<file path="config.mk">
export PLATFORM = sky130hd
export DESIGN_NAME = wdtom_top
export DESIGN_NICKNAME = d
export VERILOG_FILES = /design/src/include/wdtom_pkg.sv /design/src/core/wdtom_tick_div.sv /design/src/core/wdtom_top.sv
export SDC_FILE = /design/constraint.sdc
export NUM_CORES = 1
export LEC_CHECK = 0
export BUFFER_PORTS_ARGS = -buffer_cell sky130_fd_sc_hd__buf_4
export CORE_ASPECT_RATIO = 1.1
export CORE_MARGIN = 3
export CORE_UTILIZATION = 55
export DETAILED_ROUTE_END_ITERATION = 8
export HOLD_SLACK_MARGIN = 0.15
export PLACE_DENSITY = 0.8
export SKIP_LAST_GASP = 1
export SLEW_MARGIN = 25
export SYNTH_ARGS = -nofsm -noshare
export SYNTH_HDL_FRONTEND = slang
export SYNTH_HIERARCHICAL = 1
export SYNTH_SLANG_ARGS = --single-unit
</file>
<file path="constraint.sdc">
create_clock -name clk_in -period 8.5 [get_ports clk_in]
set_clock_uncertainty 0.15 [all_clocks]
set_input_delay 1.275 -clock clk_in [delete_from_list [all_inputs] [get_ports clk_in]]
set_output_delay 1.275 -clock clk_in [all_outputs]
set_load 0.02 [all_outputs]
</file>
<file path="src/include/wdtom_pkg.sv">
package wdtom_pkg;

    // system clock and the two watchdog clock sources
    localparam int unsigned CLK_HZ = 40_000_000;
    localparam int unsigned LS_OSC_HZ = 240_000;
    localparam int unsigned X1_OSC_HZ = 20_000_000;
    localparam int unsigned LS_DIV = CLK_HZ / LS_OSC_HZ;
    localparam int unsigned X1_DIV = CLK_HZ / X1_OSC_HZ;
    localparam int unsigned DIV_W = 8;

    // register indices; byte address is four times the index
    localparam logic [15:0] IDX_MODE = 16'hFF98;
    localparam logic [15:0] IDX_CLEAR_KEY = 16'hFF99;
    localparam logic [15:0] IDX_SYS_CTRL = 16'hFF9A;
    localparam logic [15:0] IDX_STATUS = 16'hFF9B;

    localparam logic [1:0] SEL_MODE = 2'h0;
    localparam logic [1:0] SEL_CLEAR_KEY = 2'h1;
    localparam logic [1:0] SEL_SYS_CTRL = 2'h2;
    localparam logic [1:0] SEL_STATUS = 2'h3;

    // mode register layout and reset value
    localparam logic [2:0] MODE_FIXED_TOP = 3'h3;
    localparam logic [1:0] CLK_SEL_RESET = 2'h0;
    localparam logic [2:0] PERIOD_RESET = 3'h7;
    localparam logic [1:0] CLK_SEL_LS = 2'h0;
    localparam logic [1:0] CLK_SEL_X1 = 2'h1;
    localparam int unsigned CLK_SEL_LO = 3;
    localparam int unsigned PERIOD_LO = 0;

    // clear register
    localparam logic [7:0] CLEAR_KEY = 8'hAC;
    localparam logic [7:0] CLEAR_READ = 8'h9A;
    localparam int unsigned CLEAR_BITOP_BIT = 8;

    // system control bits
    localparam int unsigned SYS_HALT_BIT = 0;
    localparam int unsigned SYS_STOP_BIT = 1;
    localparam int unsigned SYS_CPU_X1_BIT = 2;
    localparam int unsigned SYS_STAB_SEL_LO = 4;
    localparam logic [2:0] STAB_SEL_RESET = 3'h0;

    // overflow and stabilisation exponents
    localparam int unsigned LS_SHIFT_BASE = 11;
    localparam int unsigned X1_SHIFT_BASE = 13;
    localparam int unsigned OST_SHIFT_BASE = 11;
    localparam int unsigned CNT_W = 21;
    localparam int unsigned STAB_W = 19;

    localparam logic [1:0] AXI_OKAY = 2'h0;
    localparam logic [1:0] AXI_SLVERR = 2'h2;

    typedef enum logic [1:0] {PH_RUN, PH_STOP, PH_STAB} wdtom_phase_t;

    typedef struct packed {
        logic [DIV_W-1:0] cnt;
        logic tick;
    } wdtom_div_t;

    typedef struct packed {
        logic aw_full;
        logic [31:0] awaddr;
        logic w_full;
        logic [31:0] wdata;
        logic [3:0] wstrb;
        logic awready;
        logic wready;
        logic bvalid;
        logic [1:0] bresp;
        logic arready;
        logic rvalid;
        logic [31:0] rdata;
        logic [1:0] rresp;
    } wdtom_axi_t;

    typedef struct packed {
        logic option_taken;
        logic nonstop;
        logic mode_written;
        logic [1:0] clk_sel;
        logic [2:0] period;
        logic [CNT_W-1:0] count;
        logic rst_req;
        logic halt;
        logic stop;
        logic cpu_x1;
        logic [2:0] osc_stabilize_time_select;
        wdtom_phase_t phase;
        logic [STAB_W-1:0] stab_cnt;
        logic wake_cpu_x1;
        logic wake_wd_x1;
    } wdtom_core_t;

    typedef struct packed {
        wdtom_axi_t axi;
        wdtom_core_t core;
    } wdtom_state_t;

endpackage : wdtom_pkg

</file>
<file path="src/core/wdtom_tick_div.sv">
`timescale 1ns/1ps
module wdtom_tick_div #(
    parameter int unsigned DIV = 2
) (
    input wire logic clk_in,
    input wire logic rst_n_in,
    output logic tick_out
);
    localparam logic [wdtom_pkg::DIV_W-1:0] LAST = wdtom_pkg::DIV_W'(DIV - 1);

    wdtom_pkg::wdtom_div_t s_q;
    wdtom_pkg::wdtom_div_t s_d;

    always_comb begin
        s_d = s_q;
        s_d.tick = 1'b0;
        if (s_q.cnt == LAST) begin
            s_d.cnt = '0;
            s_d.tick = 1'b1;
        end else begin
            s_d.cnt = s_q.cnt + 1'b1;
        end
    end

    always_ff @(posedge clk_in or negedge rst_n_in) begin
        if (!rst_n_in) begin
            s_q <= '0;
        end else begin
            s_q <= s_d;
        end
    end

    assign tick_out = s_q.tick;

endmodule : wdtom_tick_div

</file>
<file path="src/core/wdtom_top.sv">
`timescale 1ns/1ps
module wdtom_top (
    input wire logic clk_in,
    input wire logic rst_n_in,
    input wire logic option_nonstop_in,
    input wire logic [31:0] s_axi_awaddr_in,
    input wire logic s_axi_awvalid_in,
    output logic s_axi_awready_out,
    input wire logic [31:0] s_axi_wdata_in,
    input wire logic [3:0] s_axi_wstrb_in,
    input wire logic s_axi_wvalid_in,
    output logic s_axi_wready_out,
    output logic [1:0] s_axi_bresp_out,
    output logic s_axi_bvalid_out,
    input wire logic s_axi_bready_in,
    input wire logic [31:0] s_axi_araddr_in,
    input wire logic s_axi_arvalid_in,
    output logic s_axi_arready_out,
    output logic [31:0] s_axi_rdata_out,
    output logic [1:0] s_axi_rresp_out,
    output logic s_axi_rvalid_out,
    input wire logic s_axi_rready_in,
    output logic wdt_reset_req_out
);
    localparam int unsigned CW = wdtom_pkg::CNT_W;
    localparam int unsigned SW = wdtom_pkg::STAB_W;

    wdtom_pkg::wdtom_state_t s_q;
    wdtom_pkg::wdtom_state_t s_d;

    logic ls_tick;
    logic x1_tick;

    // address decode: {hit, select}
    function automatic logic [2:0] wdtom_decode(input logic [31:0] addr);
        logic [2:0] r;
        r = 3'h0;
        if (addr[31:18] == 14'h0000) begin
            if (addr[17:2] == wdtom_pkg::IDX_MODE) begin
                r = {1'b1, wdtom_pkg::SEL_MODE};
            end else if (addr[17:2] == wdtom_pkg::IDX_CLEAR_KEY) begin
                r = {1'b1, wdtom_pkg::SEL_CLEAR_KEY};
            end else if (addr[17:2] == wdtom_pkg::IDX_SYS_CTRL) begin
                r = {1'b1, wdtom_pkg::SEL_SYS_CTRL};
            end else if (addr[17:2] == wdtom_pkg::IDX_STATUS) begin
                r = {1'b1, wdtom_pkg::SEL_STATUS};
            end
        end
        return r;
    endfunction : wdtom_decode

    // overflow limit as a power of two of the selected clock
    function automatic logic [CW-1:0] wdtom_limit(input logic x1, input logic [2:0] per);
        logic [4:0] sh;
        sh = 5'(per) + (x1 ? 5'(wdtom_pkg::X1_SHIFT_BASE) : 5'(wdtom_pkg::LS_SHIFT_BASE));
        return CW'(1) << sh;
    endfunction : wdtom_limit

    wdtom_tick_div #(
        .DIV(wdtom_pkg::LS_DIV)
    ) u_ls_div (
        .clk_in(clk_in),
        .rst_n_in(rst_n_in),
        .tick_out(ls_tick)
    );

    wdtom_tick_div #(
        .DIV(wdtom_pkg::X1_DIV)
    ) u_x1_div (
        .clk_in(clk_in),
        .rst_n_in(rst_n_in),
        .tick_out(x1_tick)
    );

    // decoded views of the current state
    logic wd_stopped;
    logic eff_x1;
    logic wd_tick;
    logic run;
    logic [CW-1:0] limit;
    logic [SW-1:0] stab_limit;
    logic wr_fire;
    logic [2:0] wr_dec;
    logic wr_hit;
    logic wr_lane;
    logic wr_mode;
    logic wr_clear;
    logic key_ok;
    logic bitop;
    logic [2:0] rd_dec;
    logic ovf;

    assign wd_stopped = !s_q.core.nonstop && s_q.core.clk_sel[1];
    assign eff_x1 = !s_q.core.nonstop && (s_q.core.clk_sel == wdtom_pkg::CLK_SEL_X1);
    assign wd_tick = eff_x1 ? x1_tick : ls_tick;
    assign run = s_q.core.option_taken && !s_q.core.rst_req && (s_q.core.nonstop
        || (!wd_stopped && !s_q.core.halt && !s_q.core.stop
        && s_q.core.phase == wdtom_pkg::PH_RUN));
    assign limit = wdtom_limit(eff_x1, s_q.core.period);
    assign stab_limit = SW'(1)
        << (5'(s_q.core.osc_stabilize_time_select) + 5'(wdtom_pkg::OST_SHIFT_BASE));
    assign wr_fire = s_q.axi.aw_full && s_q.axi.w_full && !s_q.axi.bvalid;
    assign wr_dec = wdtom_decode(s_q.axi.awaddr);
    assign wr_hit = wr_fire && wr_dec[2];
    assign wr_lane = s_q.axi.wstrb[0];
    assign wr_mode = wr_hit && wr_lane && wr_dec[1:0] == wdtom_pkg::SEL_MODE;
    assign wr_clear = wr_hit && wr_lane && wr_dec[1:0] == wdtom_pkg::SEL_CLEAR_KEY;
    assign bitop = s_q.axi.wdata[wdtom_pkg::CLEAR_BITOP_BIT];
    assign key_ok = !bitop && s_q.axi.wdata[7:0] == wdtom_pkg::CLEAR_KEY;
    assign rd_dec = wdtom_decode(s_axi_araddr_in);
    assign ovf = run && wd_tick && s_q.core.count == limit - CW'(1);

    always_comb begin
        logic [31:0] rd;
        rd = 32'h0000_0000;
        s_d = s_q;

        // option byte capture one edge after reset release
        if (!s_q.core.option_taken) begin
            s_d.core.option_taken = 1'b1;
            s_d.core.nonstop = option_nonstop_in;
        end

        // counting
        if (ovf) begin
            s_d.core.rst_req = 1'b1;
        end else if (run && wd_tick) begin
            s_d.core.count = s_q.core.count + CW'(1);
        end

        // low-power sequencing, stoppable variant only
        case (s_q.core.phase)
            wdtom_pkg::PH_RUN: begin
                if (!s_q.core.nonstop && s_q.core.stop) begin
                    s_d.core.phase = wdtom_pkg::PH_STOP;
                    s_d.core.wake_cpu_x1 = s_q.core.cpu_x1;
                    s_d.core.wake_wd_x1 = eff_x1;
                end
            end
            wdtom_pkg::PH_STOP: begin
                if (!s_q.core.stop) begin
                    s_d.core.stab_cnt = '0;
                    if (s_q.core.wake_wd_x1) begin
                        s_d.core.phase = wdtom_pkg::PH_STAB;
                    end else begin
                        s_d.core.phase = wdtom_pkg::PH_RUN;
                    end
                end
            end
            wdtom_pkg::PH_STAB: begin
                if (s_q.core.stop) begin
                    s_d.core.phase = wdtom_pkg::PH_STOP;
                end else if (!s_q.core.wake_cpu_x1 && s_q.core.cpu_x1) begin
                    s_d.core.phase = wdtom_pkg::PH_RUN;
                end else if (x1_tick) begin
                    if (s_q.core.stab_cnt == stab_limit - SW'(1)) begin
                        s_d.core.phase = wdtom_pkg::PH_RUN;
                    end else begin
                        s_d.core.stab_cnt = s_q.core.stab_cnt + SW'(1);
                    end
                end
            end
            default: begin
                s_d.core.phase = wdtom_pkg::PH_RUN;
            end
        endcase

        // register writes take priority over the tick on the counter
        if (wr_mode) begin
            if (!s_q.core.mode_written) begin
                s_d.core.mode_written = 1'b1;
                s_d.core.period = s_q.axi.wdata[wdtom_pkg::PERIOD_LO +: 3];
                s_d.core.clk_sel = s_q.core.nonstop ? wdtom_pkg::CLK_SEL_LS
                    : s_q.axi.wdata[wdtom_pkg::CLK_SEL_LO +: 2];
                s_d.core.count = '0;
            end else if (!wd_stopped) begin
                s_d.core.rst_req = 1'b1;
            end
        end
        if (wr_clear) begin
            if (key_ok) begin
                s_d.core.count = '0;
            end else if (!wd_stopped) begin
                s_d.core.rst_req = 1'b1;
            end
        end
        if (wr_hit && wr_lane && wr_dec[1:0] == wdtom_pkg::SEL_SYS_CTRL) begin
            s_d.core.halt = s_q.axi.wdata[wdtom_pkg::SYS_HALT_BIT];
            s_d.core.stop = s_q.axi.wdata[wdtom_pkg::SYS_STOP_BIT];
            s_d.core.cpu_x1 = s_q.axi.wdata[wdtom_pkg::SYS_CPU_X1_BIT];
            s_d.core.osc_stabilize_time_select = s_q.axi.wdata[wdtom_pkg::SYS_STAB_SEL_LO +: 3];
        end

        // write channel
        if (s_axi_awvalid_in && s_q.axi.awready) begin
            s_d.axi.aw_full = 1'b1;
            s_d.axi.awaddr = s_axi_awaddr_in;
        end
        if (s_axi_wvalid_in && s_q.axi.wready) begin
            s_d.axi.w_full = 1'b1;
            s_d.axi.wdata = s_axi_wdata_in;
            s_d.axi.wstrb = s_axi_wstrb_in;
        end
        if (wr_fire) begin
            s_d.axi.aw_full = 1'b0;
            s_d.axi.w_full = 1'b0;
            s_d.axi.bvalid = 1'b1;
            s_d.axi.bresp = wr_dec[2] ? wdtom_pkg::AXI_OKAY : wdtom_pkg::AXI_SLVERR;
        end else if (s_q.axi.bvalid && s_axi_bready_in) begin
            s_d.axi.bvalid = 1'b0;
        end

        // read channel
        case (rd_dec[1:0])
            wdtom_pkg::SEL_MODE: begin
                rd[7:0] = {wdtom_pkg::MODE_FIXED_TOP, s_q.core.clk_sel, s_q.core.period};
            end
            wdtom_pkg::SEL_CLEAR_KEY: begin
                rd[7:0] = wdtom_pkg::CLEAR_READ;
            end
            wdtom_pkg::SEL_SYS_CTRL: begin
                rd[wdtom_pkg::SYS_HALT_BIT] = s_q.core.halt;
                rd[wdtom_pkg::SYS_STOP_BIT] = s_q.core.stop;
                rd[wdtom_pkg::SYS_CPU_X1_BIT] = s_q.core.cpu_x1;
                rd[wdtom_pkg::SYS_STAB_SEL_LO +: 3] = s_q.core.osc_stabilize_time_select;
            end
            wdtom_pkg::SEL_STATUS: begin
                rd[CW-1:0] = s_q.core.count;
                rd[CW] = s_q.core.rst_req;
                rd[CW+1] = s_q.core.nonstop;
                rd[CW+2] = s_q.core.phase != wdtom_pkg::PH_RUN;
                rd[CW+3] = s_q.core.mode_written;
            end
            default: begin
                rd = 32'h0000_0000;
            end
        endcase
        if (s_axi_arvalid_in && s_q.axi.arready) begin
            s_d.axi.rvalid = 1'b1;
            s_d.axi.rdata = rd_dec[2] ? rd : 32'h0000_0000;
            s_d.axi.rresp = rd_dec[2] ? wdtom_pkg::AXI_OKAY : wdtom_pkg::AXI_SLVERR;
        end else if (s_q.axi.rvalid && s_axi_rready_in) begin
            s_d.axi.rvalid = 1'b0;
        end

        // one write and one read at a time
        s_d.axi.awready = !s_d.axi.aw_full && !s_d.axi.bvalid;
        s_d.axi.wready = !s_d.axi.w_full && !s_d.axi.bvalid;
        s_d.axi.arready = !s_d.axi.rvalid;
    end

    always_ff @(posedge clk_in or negedge rst_n_in) begin
        if (!rst_n_in) begin
            s_q <= '0;
            s_q.axi.awready <= 1'b1;
            s_q.axi.wready <= 1'b1;
            s_q.axi.arready <= 1'b1;
            s_q.core.clk_sel <= wdtom_pkg::CLK_SEL_RESET;
            s_q.core.period <= wdtom_pkg::PERIOD_RESET;
            s_q.core.osc_stabilize_time_select <= wdtom_pkg::STAB_SEL_RESET;
            s_q.core.phase <= wdtom_pkg::PH_RUN;
        end else begin
            s_q <= s_d;
        end
    end

    assign s_axi_awready_out = s_q.axi.awready;
    assign s_axi_wready_out = s_q.axi.wready;
    assign s_axi_bvalid_out = s_q.axi.bvalid;
    assign s_axi_bresp_out = s_q.axi.bresp;
    assign s_axi_arready_out = s_q.axi.arready;
    assign s_axi_rvalid_out = s_q.axi.rvalid;
    assign s_axi_rdata_out = s_q.axi.rdata;
    assign s_axi_rresp_out = s_q.axi.rresp;
    assign wdt_reset_req_out = s_q.core.rst_req;
endmodule : wdtom_top

</file>
==> run summary, run 1 <==
The slew at the pin closest to its max-slew limit works out to 0.995 ns. The first global-routing pass estimated 32,700 um of wire. The run gives 0 as the antenna violation net count after detailed routing. The number of non-filler instances in the completed layout was 1,149. The final critical-path required period was 6.99 ns.

The first routing iteration left 526 violations. Dividing total power by cell area gives a power density of 200 nW/um^2. Setup repair after global routing left no endpoint under its margin. STA classifies the critical path endpoint as a flip-flop. At the worst endpoint, the required time is 8.70 ns.

Post-CTS timing repair inserted 0 buffers for setup. After clock tree synthesis, the clock-pin slew on the worst setup and hold paths is 0.06 ns. The number of hold buffers added after CTS was 0. Kind of start point of the critical path: a flip-flop. TritonCTS built the clock tree. The post-route netlist has 24.7% of its cells at a drive strength greater than 1. The tools report the number of global-route vias before repair as 6,637. The tools report the clock root buffer master as clkbuf_16. After global routing the overflow that remains totals 0. For this design the top-level I/O count stands at 150. After detailed placement, the design holds a cell count of 1,117.

The first detailed-routing pass took 6 iterations. CTS built an H-tree with a depth of 4. Routability-driven placement finished with a final weighted congestion of 0.959. The worst hold path belongs to the class flip-flop to flip-flop.

For this run, the top clock speed supported by timing is 143 MHz. Tracing the worst setup path back leads to its startpoint at s_q[57]. In this run the register-to-register setup slack is 1.51 ns. The run finished with clean final reports. Leaving out fill and tap cells, the most frequent cells in the layout are 145 x dfrtp_1, 116 x buf_4, 59 x nor2_1, 53 x nand2_1, 50 x mux2_2. The longest clock path from root to sink contains 2 buffers. The run gives 65.5% as the share of the core filled with cells.

The global-route usage over all layers is 23.2%. The tools report the beginning of the worst register-to-register path as s_q[57]. The floorplan step defined a core boundary enclosing 15,200 sq um. In this run the horizontal extent of the chip is 126 um. The count of pins over their slew limit was 0. Of the available clock period, the critical path in the final layout requires 82.3%. Summing every instance area after synthesis gives 8660 sq um. Port buffering added 110 buffers. Synthesis produced a netlist whose cell count is 884. The clock sink count came out at 151. The repair_antennas step left the layout with diodes totalling 0.

The tightest hold path in the finished design has a slack of 0.277 ns. Post-detailed-route DRC marker count: 0. Counting flops with an async set or reset pin after synthesis yields a share of 100%. Counting flops with a built-in enable in the synthesized netlist gives 0.

Each instance of the synthesized netlist takes up on average 9.80 sq um. The run gives 33.5% as the normalized max-slew margin. In this run the worst setup path terminates at s_q[49].

Counting cells, the worst reg-to-reg path comes to 20. Counting flops and latches in the post-synthesis netlist gives 151. For the effective utilization at floorplan, the log shows 56.9%. Clock latency on the worst-skew pair: 0.43 ns. For the data arrival time at the worst-slack endpoint, the log shows 7.20 ns.

The largest fanout of any net on the critical path works out to 21. The worst register-to-register path ends at s_q[49]. The classification of the worst setup path is flip-flop to flip-flop. The routed layout has 6,913 vias. Setup slack closes at 1.51 ns. Commonest register cell after synthesis: dfrtp_1. The run gives 17,300 sq um as the full die area. The TritonCTS buffer count is 17, and the number of antenna violations at the first check in global routing is 0.

Yosys mapped the design onto 92 distinct sky130hd cell types. OpenSTA, run right after detailed placement, puts the worst setup slack at 1.64 ns. The floorplan has 47 rows. Detailed placement ended at an HPWL of 13,500 um.

Dividing the detail-routed via count by the number of cells gives 6.02. For this run, the post-layout net count is 1,060. The synthesis-to-finish area growth is 15.1%, and the quantity of gates resized following cts is 0. The analysis attributes to cell leakage a power of 4.34 nW.

The total detailed-routing wirelength was 19,700 um; the number of violations of the max-capacitance limit was 0. The routed length per instance is 17.1 um, and the synthesis warning total is 6. The final number of hold-violating endpoints is 0. From bottom edge to top edge, the die measures 138 um. Leaving out fill and tap cells, the most frequent cell in the layout is dfrtp_1.

The tools report the worst vdd rail ir drop as 0.197 mV. The final setup TNS is 0 ns, and the largest net degree at the start of global routing is 83. Setup violations remaining at the end of the flow were counted as 0. Sequential area share after synthesis: 43.7%.
==> sequential cells by signal, summed over array words and instances, names as in the netlist, 8 cells and up <==
signal / cells
s_q: 99
s_axi_rdata_out: 25
u_ls_div/s_q: 8
u_x1_div/s_q: 8
==> metal layers <==
| layer | global-route usage (%) | vias up | routed length [um] | part of all wire [%] |
|---|---|---|---|---|
| met5 | 0 | - | 0 | 0 |
| met4 | 7.47 | 0 | 318 | 1.6 |
| met3 | 5.04 | 24 | 1440 | 7.3 |
| met2 | 37.5 | 244 | 9330 | 47 |
| met1 | 31.6 | 3367 | 8600 | 44 |
| li1 | - | 3278 | - | - |
==> synth_stat cells (all sizes together) (8+ instances only) <==
cell,instances,area share (%)
nor3,18,1.2
a211oi,12,1.1
a21o,14,1.2
nor2b,8,0.58
and3,13,0.95
nor4,19,1.7
nor2,59,2.6
o21ai,40,2.4
a31oi,9,0.65
xnor2,39,3.9
mux2,50,6.5
inv,41,1.8
buf,57,4.5
nand2,54,2.4
dfrtp,145,42
a22o,24,2.4
o31ai,8,0.69
a21oi,43,2.5
and2,8,0.58
nand3,33,2.0
nand2b,9,0.65
or4,9,0.87
or3,10,0.72
nand4,16,1.2
clkbuf,32,1.4
ha,11,1.6
==> area by class of cell <==
cell class | instances | area, sq um
clock inverter | 15 | 226
tap | 196 | 245
clock buffer | 17 | 425
timing repair buffer | 118 | 893
fill | 1171 | 5260
inverter | 41 | 154
multi-input combinational | 611 | 4250
sequential | 151 | 3790
==> worst min-delay path by stage <==
stage,depth (start not counted),endpoint,slack (ns),from
finish,1,s_axi_wready_out,0.28,s_q[136]
global route,1,s_axi_wready_out,0.30,s_q[136]
CTS,1,s_axi_wready_out,0.28,s_q[136]
detailed placement,1,s_axi_wready_out,0.25,s_q[136]
global placement,1,s_axi_wready_out,0.24,s_q[136]
floorplan,1,s_axi_wready_out,0.22,s_q[136]
==> per-stage QoR <==
step	cell area [sq um]	power (W)
detailed placement	9320	0.00117
finish	9980	0.00199
global placement	9320	0.00116
global route	9980	0.00208
floorplan	8690	0.00107
CTS	9970	0.00201
==> where the power goes <==
| part | switching, W | internal [W] | leakage, nW |
|---|---|---|---|
| Combinational | 0.000105 | 0.000147 | 2.06 |
| Sequential | 0.0000735 | 0.000834 | 1.96 |
| Clock | 0.000328 | 0.000506 | 0.322 |
==> cell families after synthesis <==
group	count (synthesis)	synth area share (%)
AO/OA/AOI/OAI	200	16.2
XOR/XNOR	44	4.53
adder cells (fa/ha/maj)	12	1.82
buffers and inverters	130	7.65
flip-flops	151	43.7
multiplexers	54	6.96
other	2	0.0867
AND/OR/NAND/NOR	291	19.1
==> critical path, stage by stage, from the launching register on <==
cell and delay, ns:
dfrtp_1 0.50, nor3_4 0.36, inv_1 0.08, ha_1 0.82, a21oi_1 0.19, inv_1 0.10
fa_1 0.70, o21ba_2 0.45, nand2_1 0.14, or4_1 0.43, ha_1 0.44, and4b_1 0.31
a311oi_1 0.29, o22ai_1 0.17, xnor2_1 0.16, o2111ai_2 0.11, nor4_4 0.08, buf_4 0.20
or4_4 0.58, or4_1 0.49, a21oi_1 0.15
Power figures use the tool's default switching activity.
==> run 2, diff against run 1 <==
Clock period 8.5 ns to 6.55 ns, I/O delays scaled along.
==> run summary, run 2 (synthesized netlist as in run 1, its figures left out) <==
The switching part of the total came out at 27.0% (+1.6 points). The combinational share of power is 13.3% (+0.6 points). The cell area power density works out to 247 nW/um^2 (+24%).

For the effective utilization at floorplan, the log shows 56.9% (unchanged). For the share of the core filled with cells, the log shows 65.1% (-0.36 points). The number of antenna violations at the first check in global routing was 0 (unchanged); the leakage power summed over all cells was 4.32 nW (-0.55%). The global-route usage over all layers was 24.0% (+0.76 points). The I/O pin count is 150 (unchanged). In the layout the commonest cells are 145 x dfrtp_1, 121 x buf_4, 59 x nor2_1, 53 x nand2_1, 50 x mux2_2. Final setup TNS: 0 ns (unchanged).

The largest net degree at the start of global routing was 108 (+30%). Quantity of gates resized following cts: 0 (unchanged). The largest fanout of any net on the critical path works out to 19 (-9.5%). The tools report the kind of capture point of the worst setup path as a flip-flop. Number of violations of the max-capacitance limit: 0 (unchanged). The run gives 6,971 (+0.84%) as the total via count after detailed routing.

The flip-flop count of the largest register, all copies and words added is 99 (unchanged), and the number of buffers added on ports is 110 (unchanged). The final HPWL from detailed placement came out at 14,200 um (+5.2%). The worst setup path is of the flip-flop to flip-flop kind. The portion of total power attributed to sequential cells was 48.2% (+2.7 points).

The run finished with clean final reports. The logs give 15,200 sq um (unchanged) for the core area and 47 (unchanged) for the number of rows created at floorplan. The antenna diode count was 0 (unchanged); the die height was 138 um (unchanged). The tools report the worst vdd rail ir drop as 0.265 mV (+34%). The data arrival time at the worst-slack endpoint is 6.16 ns (-1.04 ns), and the routed length per instance is 17.5 um (+2.0%).

The tools report the TritonCTS buffer count as 17 (unchanged). The logs give 0 (unchanged) for the count of hold-fix buffers inserted at cts and 17,300 sq um (unchanged) for the full die area. For the part of the total power dissipated in the clock network, the log shows 38.5% (-3.3 points). The clock-pin slew of the registers on the worst-case setup and hold paths was 0.07 ns (about the same).

The worst setup path is launched from a flip-flop. The final number of hold-violating endpoints was 0 (unchanged); the total iterations of the first detailed-routing run was 5 (-1). The tools report the maximum achievable frequency as 167 MHz (+17%).

The number of global-route vias before repair came out at 6,813 (+2.7%). The worst hold path belongs to the class flip-flop to flip-flop. Leaving out fill and tap cells, the most frequent cell in the layout is dfrtp_1.

The clock latency on the worst-skew pair was 0.43 ns (about the same); the normalized max-slew margin was 34.6% (+1.1 points). The count of pins over their slew limit is 0 (unchanged). Worst slack after detailed placement: 0.646 ns (-0.989 ns). The post-detailed-route DRC marker count is 0 (unchanged), and the final estimated routing congestion in global placement is 0.907 (-5.4%).

Setup repair after global routing left no endpoint under its margin. Smallest setup slack after layout: 0.555 ns (-0.950 ns). The level count of the clock H-tree was 4 (unchanged).

The ratio of routed vias to standard cells was 6.05 (+0.49%). Ranked by flip-flop count, first place goes to s_q. The synthesis-to-finish area growth was 14.5%; the required time at the worst-slack endpoint was 6.71 ns (-1.99 ns). The clock sink count was 151 (unchanged); the wire length of the first global-routing pass was 33,600 um (+2.6%). The cell-internal power came out at 0.00179 W (+20%). The slew at the pin closest to its max-slew limit came out at 0.979 ns (-0.0164 ns). The tools report the number of setup buffers added after CTS as 0 (unchanged). The worst hold-check slack was 0.252 ns (-0.0255 ns); the die span in x was 126 um (unchanged). The sum of overflow across all layers after global routing was 0 (unchanged); the number of DRC violations after detailed-routing iteration 0 was 561 (+6.7%).

The net switching power is 0.000663 W (+31%), and the maximum number of buffers from clock root to sink is 2 (unchanged). The cell sitting at the root of the clock tree is a clkbuf_16. The fraction of final layout cells sized beyond drive strength 1 came out at 24.9% (+0.21 points). TritonCTS built the clock tree. The net count of the finished layout came out at 1,064 (+0.38%).

The final count of negative-setup-slack endpoints was 0 (unchanged). Fraction of the cycle the final worst path needs: 91.5% (+9.2 points). The final critical-path required period was 5.99 ns (-1.00 ns); the antenna violation net count after detailed routing was 0 (unchanged). The total detailed-routing wirelength is 20,200 um (+2.4%).
[run 2: cell type report]
class / instances / area, sq um
Timing Repair Buffer: 122 / 922
Fill cell: 1235 / 5310
Tap cell: 196 / 245
Clock inverter: 13 / 125
Sequential cell: 151 / 3790
Inverter: 41 / 154
Clock buffer: 19 / 443
Multi-Input combinational cell: 611 / 4250
[run 2: layer usage]
layer	routed length [um]	track usage (%)	up-vias
met5	0	0	-
met4	401	9.34	0
met3	1630	5.54	31
met2	9520	39.1	287
met1	8600	31.4	3365
li1	-	-	3288
[run 2: worst paths after layout]
path	from	to	slack (ns)	cells past startpoint
worst min-delay path	s_q[136]	s_axi_wready_out	0.25	1
max in group asynchronous	rst_n_in	s_q[53]	4.62	2
min in group asynchronous	rst_n_in	s_axi_rdata_out[14]	0.52	1
worst max register to register	s_q[57]	s_q[31]	0.56	18
worst max-delay path	s_q[57]	s_q[31]	0.56	18
worst min register to register	s_q[136]	s_axi_wready_out	0.25	1
[run 2: stage by stage]
step           instance area (sq um)  power (W)  cells
3_3_place_gp                    9350    0.00150   1121
5_1_grt                         9920    0.00256   1153
6_report                        9920    0.00245   1153
3_5_place_dp                    9350    0.00153   1121
4_1_cts                         9920    0.00247   1153
2_1_floorplan                   8690    0.00139    892
[run 2: power groups by stage]
stage / registers, W / clock network [W] / logic [W]
6_report: 0.00118 / 0.000943 / 0.000327
5_1_grt: 0.00120 / 0.000997 / 0.000361
4_1_cts: 0.00118 / 0.000954 / 0.000333
3_5_place_dp: 0.00120 / 0 / 0.000332
3_3_place_gp: 0.00119 / 0 / 0.000316
2_1_floorplan: 0.00117 / 0 / 0.000221
[run 2: worst max-delay path: stages (launching register included)]
cell     delay (ns)
dfrtp_1        0.50
nor3_4         0.37
inv_1          0.08
ha_1           0.29
a21oi_1        0.19
inv_1          0.08
fa_1           0.45
o21ba_2        0.32
nand2_1        0.14
or4_1          0.44
ha_1           0.46
xor2_1         0.27
a211o_1        0.32
o311a_1        0.14
or4_1          0.53
nor4_4         0.52
or2_1          0.33
mux2i_1        0.24
nor2_1         0.05
==> run 3, diff against run 2 <==
Settings changed: CELL_PAD_IN_SITES_DETAIL_PLACEMENT set to 0, CELL_PAD_IN_SITES_GLOBAL_PLACEMENT set to 1, CORE_UTILIZATION 55 to 44, PLACE_DENSITY 0.8 to 0.82.
==> run summary, run 3 (synthesized netlist as in run 1, its figures left out) <==
The run finished with clean final reports. The slew at the pin closest to its max-slew limit was 0.863 ns (-0.115 ns); the depth of the most critical reg-to-reg path was 19 (+1). The post-detailed-route DRC marker count is 0 (unchanged). The tools report the total detailed-routing wirelength as 20,000 um (-0.80%). The die span in x was 140 um (+11%). The clock-pin slew of the registers on the worst-case setup and hold paths works out to 0.07 ns (about the same). Fraction of final layout cells sized beyond drive strength 1: 25.2% (+0.29 points).

The largest stage delay on the critical path is 0.50 ns (-0.03 ns), and the quantity of gates resized following cts is 0 (unchanged). The data arrival time at the worst-slack endpoint came out at 5.79 ns (-0.37 ns). Classification of the worst setup path: flip-flop to flip-flop. For the global-route usage over all layers, the log shows 19.0% (-5.0 points). In this run the worst setup path terminates at s_q[31]. The routed length per instance is 16.6 um (-5.1%), and the number of global-route vias before repair is 6,596 (-3.2%). The tools report the final count of negative-setup-slack endpoints as 0 (unchanged). The final estimated routing congestion in global placement came out at 0.866 (-4.6%).

Setup repair after global routing left no endpoint under its margin. For the largest net degree at the start of global routing, the log shows 99 (-8.3%). Walking the worst path, the cells encountered are nor3_4 > inv_1 > ha_1 > a21oi_1 > inv_1 > fa_1 > o21ba_2 > nand2_1 > or4_1 > ha_1 > xnor2_1 > or3_1 > o32a_1 > a221oi_1 > o2111ai_2 > nor4_4 > or2_1 > mux2i_1 > nor2_1. The flip-flop count of the largest register, all copies and words added was 99 (unchanged); the leakage power summed over all cells was 4.33 nW (+0.25%).

Level count of the clock H-tree: 4 (unchanged). The worst setup path is captured at a flip-flop. For the reg2reg setup slack, the log shows 0.91 ns (+0.36 ns). The run gives 6.71 ns (about the same) as the required time at the worst-slack endpoint. Leaving out fill and tap cells, the most frequent cells in the layout are 145 x dfrtp_1, 122 x buf_4, 59 x nor2_1, 52 x nand2_1, 50 x mux2_2.

The portion of total power attributed to sequential cells came out at 47.5% (-0.7 points). The part of the total power dissipated in the clock network is 39.5% (+1.0 points). The number of DRC violations after detailed-routing iteration 0 was 559 (-0.36%); the number of antenna violations at the first check in global routing was 0 (unchanged).

Final HPWL from detailed placement: 14,100 um (-0.87%). TritonCTS built the clock tree. The final setup TNS was 0 ns (unchanged). The switching part of the total was 27.7% (+0.65 points).

The run gives 0.43 ns (about the same) as the clock latency on the worst-skew pair. The worst vdd rail ir drop was 0.171 mV (-35%). Sum of overflow across all layers after global routing: 0 (unchanged).

The clock sink count is 151 (unchanged). The normalized max-slew margin came out at 42.4% (+7.8 points). The logs give 1,205 (+4.5%) for the number of non-filler instances in the completed layout and 6,827 (-2.1%) for the total via count after detailed routing. The cell area power density is 247 nW/um^2 (about the same). The tools report the total iterations of the first detailed-routing run as 6 (+1).

STA classifies the critical path startpoint as a flip-flop. The run gives 19,200 sq um (+26%) as the core area. The logs give 0.00179 W (+0.10%) for the cell-internal power and 1,173 (+4.6%) for the total instance count after detailed placement. The count of pins over their slew limit is 0 (unchanged). The tools report the maximum number of buffers from clock root to sink as 2 (unchanged). The worst register-to-register path begins at s_q[57].

The run gives 0 (unchanged) as the antenna violation net count after detailed routing. The startpoint of the most critical setup path was s_q[57]. Leading cell type in the layout, fill and taps excluded: dfrtp_1. Synthesis-to-finish area growth: 15.7%. The count of hold-fix buffers inserted at cts came out at 0 (unchanged).

The tools report the full die area as 21,400 sq um (+24%). Cell with the largest stage delay on the worst path: dfrtp_1. The net switching power is 0.000685 W (+3.4%), and the final number of hold-violating endpoints is 0 (unchanged).

Antenna diode count: 0 (unchanged). The combinational share of power came out at 12.9% (-0.4 points). The endpoint identified for the worst register-to-register timing path is s_q[31]. The ratio of routed vias to standard cells came out at 5.67 (-6.3%).

The number of buffers added on ports was 110 (unchanged). The largest fanout of any net on the critical path works out to 9 (-10). Final critical-path required period: 5.64 ns (-0.357 ns).

The I/O pin count was 150 (unchanged). The effective utilization at floorplan came out at 45.1% (-12 points). The TritonCTS buffer count was 17 (unchanged); the fraction of the cycle the final worst path needs was 86.1% (-5.5 points). The net count of the finished layout came out at 1,065 (+0.094%). The top register by number of flip-flops was s_q.

The die height works out to 153 um (+11%). The number of rows created at floorplan is 53 (+13%). For the maximum achievable frequency, the log shows 177 MHz (+6.3%). Class of the tightest hold or removal check: flip-flop to flip-flop. Clock tree synthesis selected as its root buffer the cell clkbuf_16. The number of violations of the max-capacitance limit was 0 (unchanged); the number of inserted filler cells in the final layout was 1,757 (+42%). Number of setup buffers added after CTS: 0 (unchanged). The tools report the wire length of the first global-routing pass as 33,700 um (+0.45%).
run 3: changes by cell type in the layout (fill, tap and decap cells not counted):
| cell | before | now |
|---|---|---|
| buf_4 | 121 | 122 |
| buf_6 | 0 | 1 |
| clkbuf_1 | 1 | 0 |
| clkbuf_8 | 2 | 0 |
| clkinv_4 | 3 | 2 |
| clkinv_8 | 0 | 4 |
| clkinvlp_4 | 1 | 2 |
| inv_12 | 0 | 1 |
| inv_6 | 4 | 1 |
| nand2_1 | 53 | 52 |
| nand2_2 | 1 | 2 |
run 3: final cells by class:
class / instances / area (sq um) / area share (%)
clock buffers: 17 / 425 / 4.24
repair buffers: 123 / 927 / 9.25
flip-flops and latches: 151 / 3790 / 37.8
multi-input cells: 611 / 4250 / 42.4
inverters: 41 / 154 / 1.53
clock inverters: 15 / 179 / 1.78
well taps: 247 / 309 / 3.08
run 3: power by group through the flow:
stage                     Clock, W  Sequential, W  Combinational (W)
after CTS                  0.00100        0.00117           0.000327
after detailed placement         0        0.00119           0.000326
final                     0.000978        0.00118           0.000320
after global routing       0.00105        0.00119           0.000357
after global placement           0        0.00119           0.000319
after floorplan                  0        0.00117           0.000221
run 3: worst min path at each step:
stage             start  slack (ns)                to  cells after the start
2_1_floorplan  s_q[136]        0.22  s_axi_wready_out                      1
3_3_place_gp   s_q[136]        0.24  s_axi_wready_out                      1
3_5_place_dp   s_q[136]        0.25  s_axi_wready_out                      1
4_1_cts        s_q[136]        0.26  s_axi_wready_out                      1
5_1_grt        s_q[136]        0.27  s_axi_wready_out                      1
6_report       s_q[136]        0.26  s_axi_wready_out                      1
run 3: layer usage:
layer,vias up,share of wire (%),wire length (um),global-route usage [%]
met3,16,5.3,1050,4.13
met4,0,1.0,203,4.66
met2,200,47,9470,30.0
li1,3293,-,-,-
met5,-,0,0,0
met1,3318,46,9260,26.9
run 3: worst max-delay path: cells and delay by family, from the launching register on:
kind | cells | cell delay [ns]
adders and majority gates | 3 | 1.04
xor gates and xnor gates | 1 | 0.15
muxes | 1 | 0.22
and+or+nand+nor | 7 | 2.12
DFF | 1 | 0.50
buffers and inverters | 2 | 0.15
AOI/OAI and AO/OA | 5 | 1.19
run 3: metrics by stage:
stage	setup slack (ns)	cell area [sq um]	hold slack, ns	total power, W	utilization [%]
finish	0.912	10000	0.256	0.00247	52.1
global route	0.606	10000	0.269	0.00259	52.1
CTS	0.922	10000	0.259	0.00250	52.1
detailed placement	0.960	9420	0.249	0.00152	49.0
global placement	0.978	9420	0.244	0.00151	49.0
floorplan	0.913	8690	0.224	0.00139	-
